$ cat src/core/rmt_pkg.sv
// Constants and types for the radio mode and receive-timeout controller
package rmt_pkg;
  // Clock and timing
  localparam int CLK_PERIOD_NS = 40;
  localparam int CYC_PER_US = 1000 / CLK_PERIOD_NS;
  localparam int OSC_STARTUP_US = 250;
  localparam int SYN_STARTUP_US = 60;
  localparam int SYN_CYC = SYN_STARTUP_US * CYC_PER_US;
  localparam int TX_FIXED_NS = 5000;
  localparam int TX_FIXED_CYC = (TX_FIXED_NS + CLK_PERIOD_NS - 1) / CLK_PERIOD_NS;
  localparam int RAMP_NUM = 5;
  localparam int RAMP_DEN = 4;
  localparam logic [3:0] BITS_PER_UNIT_M1 = 4'hf;
  // Register byte addresses
  localparam logic [7:0] A_MODE = 8'h00;
  localparam logic [7:0] A_RXCFG = 8'h04;
  localparam logic [7:0] A_TOUT = 8'h08;
  localparam logic [7:0] A_BITRATE = 8'h0c;
  localparam logic [7:0] A_RAMP = 8'h10;
  localparam logic [7:0] A_STAT = 8'h14;
  localparam logic [7:0] A_IRQ = 8'h18;
  localparam logic [7:0] A_MASK = 8'h1c;
  // Writable bits and reset values
  localparam logic [31:0] M_MODE = 32'h0000_000f;
  localparam logic [31:0] M_RXCFG = 32'h00ff_ffff;
  localparam logic [31:0] M_TOUT = 32'h00ff_ffff;
  localparam logic [31:0] M_BITRATE = 32'h0000_ffff;
  localparam logic [31:0] M_RAMP = 32'h0000_00ff;
  localparam logic [31:0] RST_MODE = 32'h0000_0001;
  localparam logic [31:0] RST_RXCFG = 32'h0000_0000;
  localparam logic [31:0] RST_TOUT = 32'h0000_0000;
  localparam logic [31:0] RST_BITRATE = 32'h0000_0a00;
  localparam logic [31:0] RST_RAMP = 32'h0000_0028;
  // Field positions
  localparam int OOK_BIT = 3;
  localparam int AFC_BIT = 3;
  localparam int RECEIVE_BANDWIDTH_LSB = 4;
  localparam int CORRECTION_BANDWIDTH_LSB = 9;
  localparam int SMOOTH_LSB = 14;
  localparam int THR_LSB = 16;
  localparam int TO_PRE_LSB = 8;
  localparam int TO_SYNC_LSB = 16;
  localparam int IRQ_TIMEOUT = 0;
  localparam int IRQ_READY = 1;
  localparam int IRQ_RSSI = 2;
  // Operating modes and trigger codes
  localparam logic [2:0] MODE_SLEEP = 3'h0;
  localparam logic [2:0] MODE_STDBY = 3'h1;
  localparam logic [2:0] MODE_SYNTH_TO_TRANSMIT = 3'h2;
  localparam logic [2:0] MODE_TX = 3'h3;
  localparam logic [2:0] MODE_SYNTH_TO_RECEIVE = 3'h4;
  localparam logic [2:0] MODE_RX = 3'h5;
  localparam logic [2:0] TRIG_RSSI = 3'h1;
  localparam logic [2:0] TRIG_PRE_SYNC = 3'h6;
  localparam logic [2:0] TRIG_RSSI_PRE = 3'h7;
  localparam logic [1:0] RESP_OKAY = 2'h0;
  localparam logic [1:0] RESP_SLVERR = 2'h2;
  typedef enum logic [2:0] {SQ_OFF, SQ_OSC, SQ_SYN, SQ_TRX, SQ_RDY} rmt_seq_e;
endpackage

$ cat src/core/rmt_mode_ctrl.sv
// Radio operating-mode sequencer with receive timeouts behind AXI4-Lite
// How it works
// - Timeout interrupt if RSSI flag late
// - Timeout interrupt if preamble flag late
// - Timeout interrupt if sync flag late
// - Trigger code selects which timeouts run
// - Three-bit mode code selects six modes
// - Each mode enables only its blocks
// - Blocks wake in fixed order
// - Synthesiser startup always calibrates the VCO
// - FSK transmit startup: 5us, ramp, half bit
// - OOK transmit startup: 5us plus half bit
// - Receive startup set by active bandwidth
// - Receiver ready after receive startup time
// - First RSSI sample one eval interval later
// - Eval interval from bandwidth and smoothing
// - Bit period from bitrate high, low bytes
//
// Design decisions made here: the AXI4-Lite register port and the address map.
`timescale 1ns/1ps
module rmt_mode_ctrl import rmt_pkg::*; #(
  parameter int OSC_CYC = OSC_STARTUP_US * CYC_PER_US,
  parameter int US_CYC = CYC_PER_US
) (
  input wire logic clk_sys_i,
  input wire logic rst_i,
  input wire logic [7:0] s_axi_awaddr_i,
  input wire logic s_axi_awvalid_i,
  output logic s_axi_awready_o,
  input wire logic [31:0] s_axi_wdata_i,
  input wire logic [3:0] s_axi_wstrb_i,
  input wire logic s_axi_wvalid_i,
  output logic s_axi_wready_o,
  output logic [1:0] s_axi_bresp_o,
  output logic s_axi_bvalid_o,
  input wire logic s_axi_bready_i,
  input wire logic [7:0] s_axi_araddr_i,
  input wire logic s_axi_arvalid_i,
  output logic s_axi_arready_o,
  output logic [31:0] s_axi_rdata_o,
  output logic [1:0] s_axi_rresp_o,
  output logic s_axi_rvalid_o,
  input wire logic s_axi_rready_i,
  input wire logic [7:0] signal_strength_value_i,
  input wire logic preamble_seen_flag_i,
  input wire logic sync_word_flag_i,
  output logic xtal_reg_en_o,
  output logic synth_en_o,
  output logic synth_rx_offset_o,
  output logic vco_cal_o,
  output logic tx_en_o,
  output logic rx_en_o,
  output logic mode_ready_o,
  output logic rx_ready_o,
  output logic rssi_valid_o,
  output logic rssi_flag_o,
  output logic irq_o
);
  typedef struct packed {
    logic [31:0] mode_r;
    logic [31:0] rxcfg_r;
    logic [31:0] tout_r;
    logic [31:0] br_r;
    logic [31:0] ramp_r;
    logic [2:0] irq_st;
    logic [2:0] irq_mask;
    rmt_seq_e st;
    logic [2:0] goal;
    logic osc_up;
    logic syn_up;
    logic syn_rx;
    logic [19:0] wcnt;
    logic rx_rdy;
    logic rssi_ok;
    logic rflag_q;
    logic [19:0] ecnt;
    logic [15:0] bcnt;
    logic [3:0] bits16;
    logic [7:0] units;
    logic [2:0] pend;
    logic aw_got;
    logic w_got;
    logic [7:0] aw_addr;
    logic [31:0] w_data;
    logic [3:0] w_strb;
    logic bvalid;
    logic [1:0] bresp;
    logic rvalid;
    logic [1:0] rresp;
    logic [31:0] rdata;
  } rmt_state_s;

  rmt_state_s s;
  rmt_state_s n;
  logic [2:0] goal_in;
  logic [2:0] tvec;
  logic [2:0] fire;
  logic [2:0] seen;
  logic [2:0] w1c;
  logic unit_tick;
  logic advance;
  logic [15:0] bitc;
  logic [4:0] bw;

  // Byte-lane merge of a register write
  function automatic logic [31:0] merge(input logic [31:0] old, input logic [31:0] d,
                                        input logic [3:0] strb, input logic [31:0] m);
    logic [31:0] r;
    r = old;
    for (int i = 0; i < 4; i++) begin
      if (strb[i]) begin
        r[i*8 +: 8] = d[i*8 +: 8];
      end
    end
    return r & m;
  endfunction

  // Receive startup time in us per bandwidth step
  function automatic logic [11:0] rx_us(input logic [4:0] idx);
    unique case (idx)
      5'd0: return 12'd2330;
      5'd1: return 12'd1940;
      5'd2: return 12'd1560;
      5'd3: return 12'd1180;
      5'd4: return 12'd984;
      5'd5: return 12'd791;
      5'd6: return 12'd601;
      5'd7: return 12'd504;
      5'd8: return 12'd407;
      5'd9: return 12'd313;
      5'd10: return 12'd264;
      5'd11: return 12'd215;
      5'd12: return 12'd169;
      5'd13: return 12'd144;
      5'd14: return 12'd119;
      5'd15: return 12'd97;
      5'd16: return 12'd84;
      5'd17: return 12'd71;
      5'd18: return 12'd85;
      5'd19: return 12'd74;
      default: return 12'd63;
    endcase
  endfunction

  // Mode codes above receive act as standby
  function automatic logic [2:0] legal(input logic [2:0] m);
    return (m > MODE_RX) ? MODE_STDBY : m;
  endfunction

  function automatic logic is_rx(input logic [2:0] m);
    return (m == MODE_SYNTH_TO_RECEIVE) || (m == MODE_RX);
  endfunction

  // Next wake step for a goal mode
  function automatic rmt_seq_e plan(input logic [2:0] g, input logic ou, input logic su, input logic sr);
    if (g == MODE_SLEEP) begin
      return SQ_OFF;
    end else if (!ou) begin
      return SQ_OSC;
    end else if (g >= MODE_SYNTH_TO_TRANSMIT && (!su || sr != is_rx(g))) begin
      return SQ_SYN;
    end else if (g == MODE_TX || g == MODE_RX) begin
      return SQ_TRX;
    end
    return SQ_RDY;
  endfunction

  // Cycles to wait in a wake step, less one
  function automatic logic [19:0] wait_of(input rmt_seq_e q, input logic [2:0] g, input rmt_state_s c,
                                          input logic [15:0] bc, input logic [4:0] b);
    int t;
    t = 1;
    if (q == SQ_OSC) begin
      t = OSC_CYC;
    end else if (q == SQ_SYN) begin
      t = SYN_CYC;
    end else if (q == SQ_TRX && g == MODE_TX) begin
      t = TX_FIXED_CYC + int'(bc) / 2;
      if (!c.mode_r[OOK_BIT]) begin
        t = t + int'(c.ramp_r[7:0]) * US_CYC * RAMP_NUM / RAMP_DEN;
      end
    end else if (q == SQ_TRX) begin
      t = int'(rx_us(b)) * US_CYC;
    end
    if (t < 1) begin
      t = 1;
    end
    return 20'(t - 1);
  endfunction

  // Combinational next state
  always_comb begin
    n = s;
    w1c = '0;
    fire = '0;
    unit_tick = 1'b0;
    advance = 1'b0;
    bitc = (s.br_r[15:0] == '0) ? 16'h0001 : s.br_r[15:0];
    bw = s.rxcfg_r[AFC_BIT] ? s.rxcfg_r[CORRECTION_BANDWIDTH_LSB +: 5] : s.rxcfg_r[RECEIVE_BANDWIDTH_LSB +: 5];
    goal_in = legal(s.mode_r[2:0]);
    unique case (s.rxcfg_r[2:0])
      TRIG_RSSI: tvec = 3'b001;
      TRIG_PRE_SYNC: tvec = 3'b110;
      TRIG_RSSI_PRE: tvec = 3'b011;
      default: tvec = 3'b000;
    endcase
    // AXI write channels and register update
    if (s.bvalid && s_axi_bready_i) begin
      n.bvalid = 1'b0;
    end
    if (s_axi_awvalid_i && s_axi_awready_o) begin
      n.aw_got = 1'b1;
      n.aw_addr = s_axi_awaddr_i;
    end
    if (s_axi_wvalid_i && s_axi_wready_o) begin
      n.w_got = 1'b1;
      n.w_data = s_axi_wdata_i;
      n.w_strb = s_axi_wstrb_i;
    end
    if (s.aw_got && s.w_got && !s.bvalid) begin
      n.aw_got = 1'b0;
      n.w_got = 1'b0;
      n.bvalid = 1'b1;
      n.bresp = RESP_OKAY;
      unique case ({s.aw_addr[7:2], 2'b00})
        A_MODE: n.mode_r = merge(s.mode_r, s.w_data, s.w_strb, M_MODE);
        A_RXCFG: n.rxcfg_r = merge(s.rxcfg_r, s.w_data, s.w_strb, M_RXCFG);
        A_TOUT: n.tout_r = merge(s.tout_r, s.w_data, s.w_strb, M_TOUT);
        A_BITRATE: n.br_r = merge(s.br_r, s.w_data, s.w_strb, M_BITRATE);
        A_RAMP: n.ramp_r = merge(s.ramp_r, s.w_data, s.w_strb, M_RAMP);
        A_STAT: n.bresp = RESP_OKAY;
        A_IRQ: w1c = s.w_strb[0] ? s.w_data[2:0] : 3'h0;
        A_MASK: n.irq_mask = s.w_strb[0] ? s.w_data[2:0] : s.irq_mask;
        default: n.bresp = RESP_SLVERR;
      endcase
    end
    // AXI read channel
    if (s.rvalid && s_axi_rready_i) begin
      n.rvalid = 1'b0;
    end
    if (s_axi_arvalid_i && s_axi_arready_o) begin
      n.rvalid = 1'b1;
      n.rresp = RESP_OKAY;
      unique case ({s_axi_araddr_i[7:2], 2'b00})
        A_MODE: n.rdata = s.mode_r;
        A_RXCFG: n.rdata = s.rxcfg_r;
        A_TOUT: n.rdata = s.tout_r;
        A_BITRATE: n.rdata = s.br_r;
        A_RAMP: n.rdata = s.ramp_r;
        A_STAT: n.rdata = {26'h0, s.rssi_ok, s.rx_rdy, s.st == SQ_RDY, s.goal};
        A_IRQ: n.rdata = {29'h0, s.irq_st};
        A_MASK: n.rdata = {29'h0, s.irq_mask};
        default: begin
          n.rdata = 32'h0;
          n.rresp = RESP_SLVERR;
        end
      endcase
    end
    // Wake sequencer: oscillator, synthesiser, then transmitter or receiver
    if (goal_in != s.goal) begin
      n.goal = goal_in;
      if (goal_in == MODE_SLEEP) begin
        n.osc_up = 1'b0;
      end
      if (goal_in <= MODE_STDBY) begin
        n.syn_up = 1'b0;
      end
      n.st = plan(goal_in, n.osc_up, n.syn_up, s.syn_rx);
      n.wcnt = wait_of(n.st, goal_in, s, bitc, bw);
    end else if (s.st == SQ_OSC || s.st == SQ_SYN || s.st == SQ_TRX) begin
      if (s.wcnt == '0) begin
        advance = 1'b1;
      end else begin
        n.wcnt = s.wcnt - 20'h1;
      end
    end
    if (advance) begin
      if (s.st == SQ_OSC) begin
        n.osc_up = 1'b1;
      end
      if (s.st == SQ_SYN) begin
        n.syn_up = 1'b1;
        n.syn_rx = is_rx(s.goal);
      end
      n.st = (s.st == SQ_TRX) ? SQ_RDY : plan(s.goal, n.osc_up, n.syn_up, n.syn_rx);
      n.wcnt = wait_of(n.st, s.goal, s, bitc, bw);
    end
    // Receiver ready and first RSSI sample
    n.rx_rdy = (s.st == SQ_RDY) && (s.goal == MODE_RX) && (goal_in == MODE_RX);
    if (!s.rx_rdy) begin
      n.rssi_ok = 1'b0;
      n.ecnt = 20'(((int'(rx_us(bw)) >> 3) << s.rxcfg_r[SMOOTH_LSB +: 2]) * US_CYC);
    end else if (s.ecnt > 20'h1) begin
      n.ecnt = s.ecnt - 20'h1;
    end else begin
      n.rssi_ok = 1'b1;
    end
    n.rflag_q = rssi_flag_o;
    // Timeouts counted in units of sixteen bit periods from receive entry
    seen = {sync_word_flag_i, preamble_seen_flag_i, rssi_flag_o};
    if (s.goal != MODE_RX) begin
      n.pend = '0;
      n.bcnt = '0;
      n.bits16 = '0;
      n.units = '0;
    end else if (s.bcnt == bitc - 16'h1) begin
      n.bcnt = '0;
      n.bits16 = s.bits16 + 4'h1;
      unit_tick = (s.bits16 == BITS_PER_UNIT_M1);
    end else begin
      n.bcnt = s.bcnt + 16'h1;
    end
    if (unit_tick) begin
      n.units = s.units + 8'h1;
      fire[0] = s.pend[0] && ({1'b0, s.units} + 9'h1 == {1'b0, s.tout_r[7:0]});
      fire[1] = s.pend[1] && ({1'b0, s.units} + 9'h1 == {1'b0, s.tout_r[TO_PRE_LSB +: 8]});
      fire[2] = s.pend[2] && ({1'b0, s.units} + 9'h1 == {1'b0, s.tout_r[TO_SYNC_LSB +: 8]});
    end
    fire = fire & ~seen;
    if (s.goal == MODE_RX) begin
      n.pend = s.pend & ~seen & ~fire;
    end
    if (goal_in == MODE_RX && s.goal != MODE_RX) begin
      n.pend = tvec & {s.tout_r[TO_SYNC_LSB +: 8] != '0, s.tout_r[TO_PRE_LSB +: 8] != '0,
                       s.tout_r[7:0] != '0};
    end
    // Sticky events; a new event beats a clear in the same cycle
    n.irq_st = s.irq_st & ~w1c;
    n.irq_st[IRQ_TIMEOUT] = n.irq_st[IRQ_TIMEOUT] | (|fire);
    n.irq_st[IRQ_READY] = n.irq_st[IRQ_READY] | (n.st == SQ_RDY && s.st != SQ_RDY);
    n.irq_st[IRQ_RSSI] = n.irq_st[IRQ_RSSI] | (rssi_flag_o && !s.rflag_q);
  end

  // State register
  always_ff @(posedge clk_sys_i) begin
    if (rst_i) begin
      s <= '0;
      s.mode_r <= RST_MODE;
      s.rxcfg_r <= RST_RXCFG;
      s.tout_r <= RST_TOUT;
      s.br_r <= RST_BITRATE;
      s.ramp_r <= RST_RAMP;
    end else begin
      s <= n;
    end
  end

  // Bus handshakes and block enables per mode
  assign s_axi_awready_o = !s.aw_got && !s.bvalid;
  assign s_axi_wready_o = !s.w_got && !s.bvalid;
  assign s_axi_bvalid_o = s.bvalid;
  assign s_axi_bresp_o = s.bresp;
  assign s_axi_arready_o = !s.rvalid;
  assign s_axi_rvalid_o = s.rvalid;
  assign s_axi_rdata_o = s.rdata;
  assign s_axi_rresp_o = s.rresp;
  assign xtal_reg_en_o = (s.goal != MODE_SLEEP);
  assign synth_en_o = (s.goal >= MODE_SYNTH_TO_TRANSMIT) && (s.st == SQ_SYN || s.syn_up);
  assign synth_rx_offset_o = is_rx(s.goal);
  assign vco_cal_o = (s.st == SQ_SYN);
  assign tx_en_o = (s.goal == MODE_TX) && (s.st == SQ_TRX || s.st == SQ_RDY);
  assign rx_en_o = (s.goal == MODE_RX) && (s.st == SQ_TRX || s.st == SQ_RDY);
  assign mode_ready_o = (s.st == SQ_RDY);
  assign rx_ready_o = s.rx_rdy;
  assign rssi_valid_o = s.rssi_ok;
  assign rssi_flag_o = s.rssi_ok && (signal_strength_value_i > s.rxcfg_r[THR_LSB +: 8]);
  assign irq_o = |(s.irq_st & s.irq_mask);
endmodule

$ cat config.mk
export PLATFORM = sky130hd
export DESIGN_NAME = rmt_mode_ctrl
export DESIGN_NICKNAME = d
export VERILOG_FILES = /design/src/core/rmt_pkg.sv /design/src/core/rmt_mode_ctrl.sv
export SDC_FILE = /design/constraint.sdc
export NUM_CORES = 1
export LEC_CHECK = 0
export ABC_AREA = 1
export BUFFER_PORTS_ARGS = -buffer_cell sky130_fd_sc_hd__buf_2
export CAP_MARGIN = 10
export CORE_UTILIZATION = 50
export DETAILED_ROUTE_END_ITERATION = 8
export PLACE_DENSITY_LB_ADDON = 0.12
export SLEW_MARGIN = 20
export SYNTH_ARGS = -nofsm -noshare
export SYNTH_HDL_FRONTEND = slang
export SYNTH_SLANG_ARGS = --single-unit
export TNS_END_PERCENT = 30
$ cat constraint.sdc
create_clock -name clk_sys_i -period 11.2 [get_ports clk_sys_i]
set_clock_uncertainty 0.15 [all_clocks]
set_input_delay 1.68 -clock clk_sys_i [delete_from_list [all_inputs] [get_ports clk_sys_i]]
set_output_delay 1.68 -clock clk_sys_i [all_outputs]
set_load 0.01 [all_outputs]
==> reports/metrics.csv <==
stage;metric;value;unit
clock_network;cts_resized;0;
worst_setup_path;arrival;8.42;ns
worst_setup_path;crit_family;simple AND/OR/NAND/NOR gates;
drt;drt_wl_total;56500;µm
timing;fmax;0.123;GHz
drt;num_vias;18700;
power_and_ir_drop;power;2.05;mW
worst_setup_path;worstPathMaxFanout;5;
timing;maxSlewHeadroom;33.1;%
worst_setup_path;worst-path-buf-inv;6;
floorplanning;die_w;196;µm
worst_setup_path;crit_path_start;s[176]$_SDFFE_PP1P_;
floorplanning;die_h;196;µm
worst_setup_path;crit_type;reg2reg;
synthesis;synth.yosys.seq_area_share;24.3;%
worst_setup_path;endpoint_kind;flop;
synthesis;syn_avg_cell_area;6.58;µm²
worst_setup_path;r2r-end;s[152]$_SDFFE_PP0P_;
layout;final_nets;3143;
layout;antenna_cells;0;
global_routing;grt_max_degree;103;
worst_setup_path;r2r_slack;3.09;ns
min_path;hold_class;reg2reg;
clock_network;ctsHoldBuffers;0;
timing;finalSetupViolCount;0;
layout;final_util;55.1;%
clock_network;postCtsSetupRepairBufs;0;
power_and_ir_drop;internal_power;1.47;mW
power_and_ir_drop;p_comb_share;12.6;%
drt;drt_iter0_drc;1344;
run;drv_cap;0;
power_and_ir_drop;p_leak;9.67;nW
worst_setup_path;r2r-start;s[176]$_SDFFE_PP1P_;
worst_setup_path;path_common_cell;nand2_1;
timing;tns;0;ns
worst_setup_path;cpPeakStageDelay;0.51;ns
synthesis;ys_warn_count;0;
global_routing;grt_pass1_wl;89900;µm
drt;viasPerCell;5.53;
synthesis;syn_inst;2851;
timing;fin_crit_sh;72.4;%
timing;finalHoldViolations;0;
floorplanning;io_pins;121;
worst_setup_path;startpoint_type;flop;
drt;drtPass1Iterations;5;
clock_network;htreeDepth;1;
drt;ant_nets;0;
global_routing;antenna_found_initial;0;
synthesis;ys_ff_latch;228;
place;pre_cts_ws;3.17;ns
clock_network;cts_root_buf;clkbuf_16;
place;portBuffers;97;
drt;wire_per_inst;16.7;µm
power_and_ir_drop;swShare;27.9;%
outcome;status;complete, no violations;
floorplanning;coreArea;36800;µm²
global_routing;grt_pass1_vias;17200;
global_routing;track_usage;29.2;%
synthesis;synth_edf_count;0;
timing;rsz0062_at_grt;false;
global_routing;grtUsageMet1;38.0;%
power_and_ir_drop;power.share.clock;45.4;%
floorplanning;start_util;51.0;%
worst_setup_path;ff2ff_path_depth;46;
timing;layout_setup_ws;3.09;ns
timing;worst_pin_slew;1.00;ns
power_and_ir_drop;switching_power;0.572;mW
synthesis;synth_cell_types;68;
global_routing;grt_use_met3;2.99;%
layout;area_growth_syn_to_layout;8.12;%
synthesis;async_reset_ff_share;0;%
power_and_ir_drop;ir_drop;0.143;mV
power_and_ir_drop;power.sequential.fraction;42.0;%
floorplanning;rows;70;
drt;drc;0;
synthesis;syn-cell-area;18800;µm²
global_routing;grt_util_met2;49.7;%
worst_setup_path;path_depth;46;
global_routing;overflow;0;
synthesis;synth_flop_cell;dfxtp_1;
global_routing;grt_busiest_layer;met2;
worst_setup_path;slowest_stage;dfxtp_1;
place;place.gp.congestion;0.990;
clock_network;clock_sink_count;228;
timing;slew_viol_final;0;
worst_setup_path;required;11.51;ns
layout;drive_gt1_share;8.95;%
worst_setup_path;critPathCapture;s[152]$_SDFFE_PP0P_;
clock_network;cts_buffers;27;
clock_network;cts_tree;done;
power_and_ir_drop;p_per_area;101;nW/µm²
floorplanning;die_area;38300;µm²
clock_network;cts.clk_slew.worst_paths;0.06;ns
clock_network;cts_buffer_depth;3;
timing;period_needed;8.11;ns
place;dpl.hpwl;44600;µm
clock_network;insertion_delay;0.57;ns
cells in the mapped netlist (12+ instances only):
master,instances,share of area (%)
nand2_1,545,11
inv_1,398,8.0
nor2_1,325,6.5
o21ai_0,240,6.4
dfxtp_1,228,24
a21oi_1,225,6.0
ha_1,167,11
nand3_1,146,3.9
xor2_1,72,3.4
clkbuf_1,55,1.1
nor3_1,39,1.0
buf_4,38,1.5
nand4_1,38,1.3
xnor2_1,31,1.4
inv_2,28,0.56
fa_1,20,2.1
o22ai_1,20,0.67
nor2_2,19,0.63
a211oi_1,18,0.72
o211ai_1,17,0.68
or2_2,13,0.43
a22oi_1,12,0.48
final cells by class:
class / count / area [µm²]
fill: 3799 / 16500
multi-input combinational: 2089 / 12000
sequential: 228 / 4560
inverter: 434 / 1640
clock buffer: 37 / 773
tap: 468 / 586
timing repair buffer: 107 / 561
clock inverter: 11 / 159
through the flow:
stage          std cells  hold slack (ns)  instance area (µm²)
3_3_place_gp        3326            0.262                19400
4_1_cts             3374            0.276                20300
5_1_grt             3374            0.282                20300
2_1_floorplan       2860            0.249                18800
6_report            3374            0.272                20300
3_5_place_dp        3326            0.263                19400
layout by cell type, fill, tap and decap left out, types with 8 or more instances in the layout:
cell type    n
dfxtp_1    228
a221oi_1    10
nor2_2      19
nand2_2     10
a31oi_1     10
o211ai_1    17
fa_1        20
inv_2       28
nor3_1      39
a22oi_1     12
or2_2       13
clkbuf_16   27
nor4_1       8
nand3_1    146
o21ai_0    240
nand4_1     38
a211oi_1    18
buf_4       10
nor2_1     325
a21oi_1    225
xor2_1      72
buf_2       97
inv_1      397
o22ai_1     20
nand2_1    545
o21bai_1     9
xnor2_1     31
ha_1       167
conb_1      10
kinds of logic (layout without fill, tap and decap cells):
logic type / count (synthesis) / after routing / synth area share [%]
AND/OR/NAND/NOR: 1183 / 1183 / 27.5
flip-flops: 228 / 228 / 24.3
AO/OA/AOI/OAI: 606 / 606 / 18.2
buffers and inverters: 543 / 589 / 11.9
other: 1 / 10 / 0.0200
XOR/XNOR: 103 / 103 / 4.81
adder cells (fa/ha/maj): 187 / 187 / 13.3
routing by layer:
| metal | vias to the layer above | share of wire [%] |
|---|---|---|
| met2 | 550 | 46 |
| met3 | 117 | 5.8 |
| met1 | 8618 | 44 |
| li1 | 9382 | - |
| met5 | - | 0 |
| met4 | 0 | 4.1 |
registers in the layout, indices dropped and copies added (netlist names):
signal          cells
rssi_valid_o        1
rx_ready_o          1
s                 198
s_axi_bresp_o       1
s_axi_bvalid_o      1
s_axi_rdata_o      24
s_axi_rresp_o       1
s_axi_rvalid_o      1
how the worst min path moves through the flow:
stage                                  from           endpoint  slack, ns  cells past startpoint
after floorplan           s[135]$_SDFF_PP0_  s[172]$_SDFF_PP0_       0.25                      1
after global placement    s[135]$_SDFF_PP0_  s[172]$_SDFF_PP0_       0.26                      1
after global routing      s[135]$_SDFF_PP0_  s[172]$_SDFF_PP0_       0.28                      1
after detailed placement  s[135]$_SDFF_PP0_  s[172]$_SDFF_PP0_       0.26                      1
after CTS                 s[135]$_SDFF_PP0_  s[172]$_SDFF_PP0_       0.28                      1
final                     s[135]$_SDFF_PP0_  s[172]$_SDFF_PP0_       0.27                      1
power groups by stage:
stage	Combinational [mW]	Clock, mW	Sequential, mW
floorplan	0.189	0	0.868
global placement	0.251	0	0.876
detailed placement	0.254	0	0.877
CTS	0.256	0.940	0.859
global route	0.292	0.972	0.863
finish	0.257	0.928	0.860
Note: power is estimated with default switching activity, not from simulation.
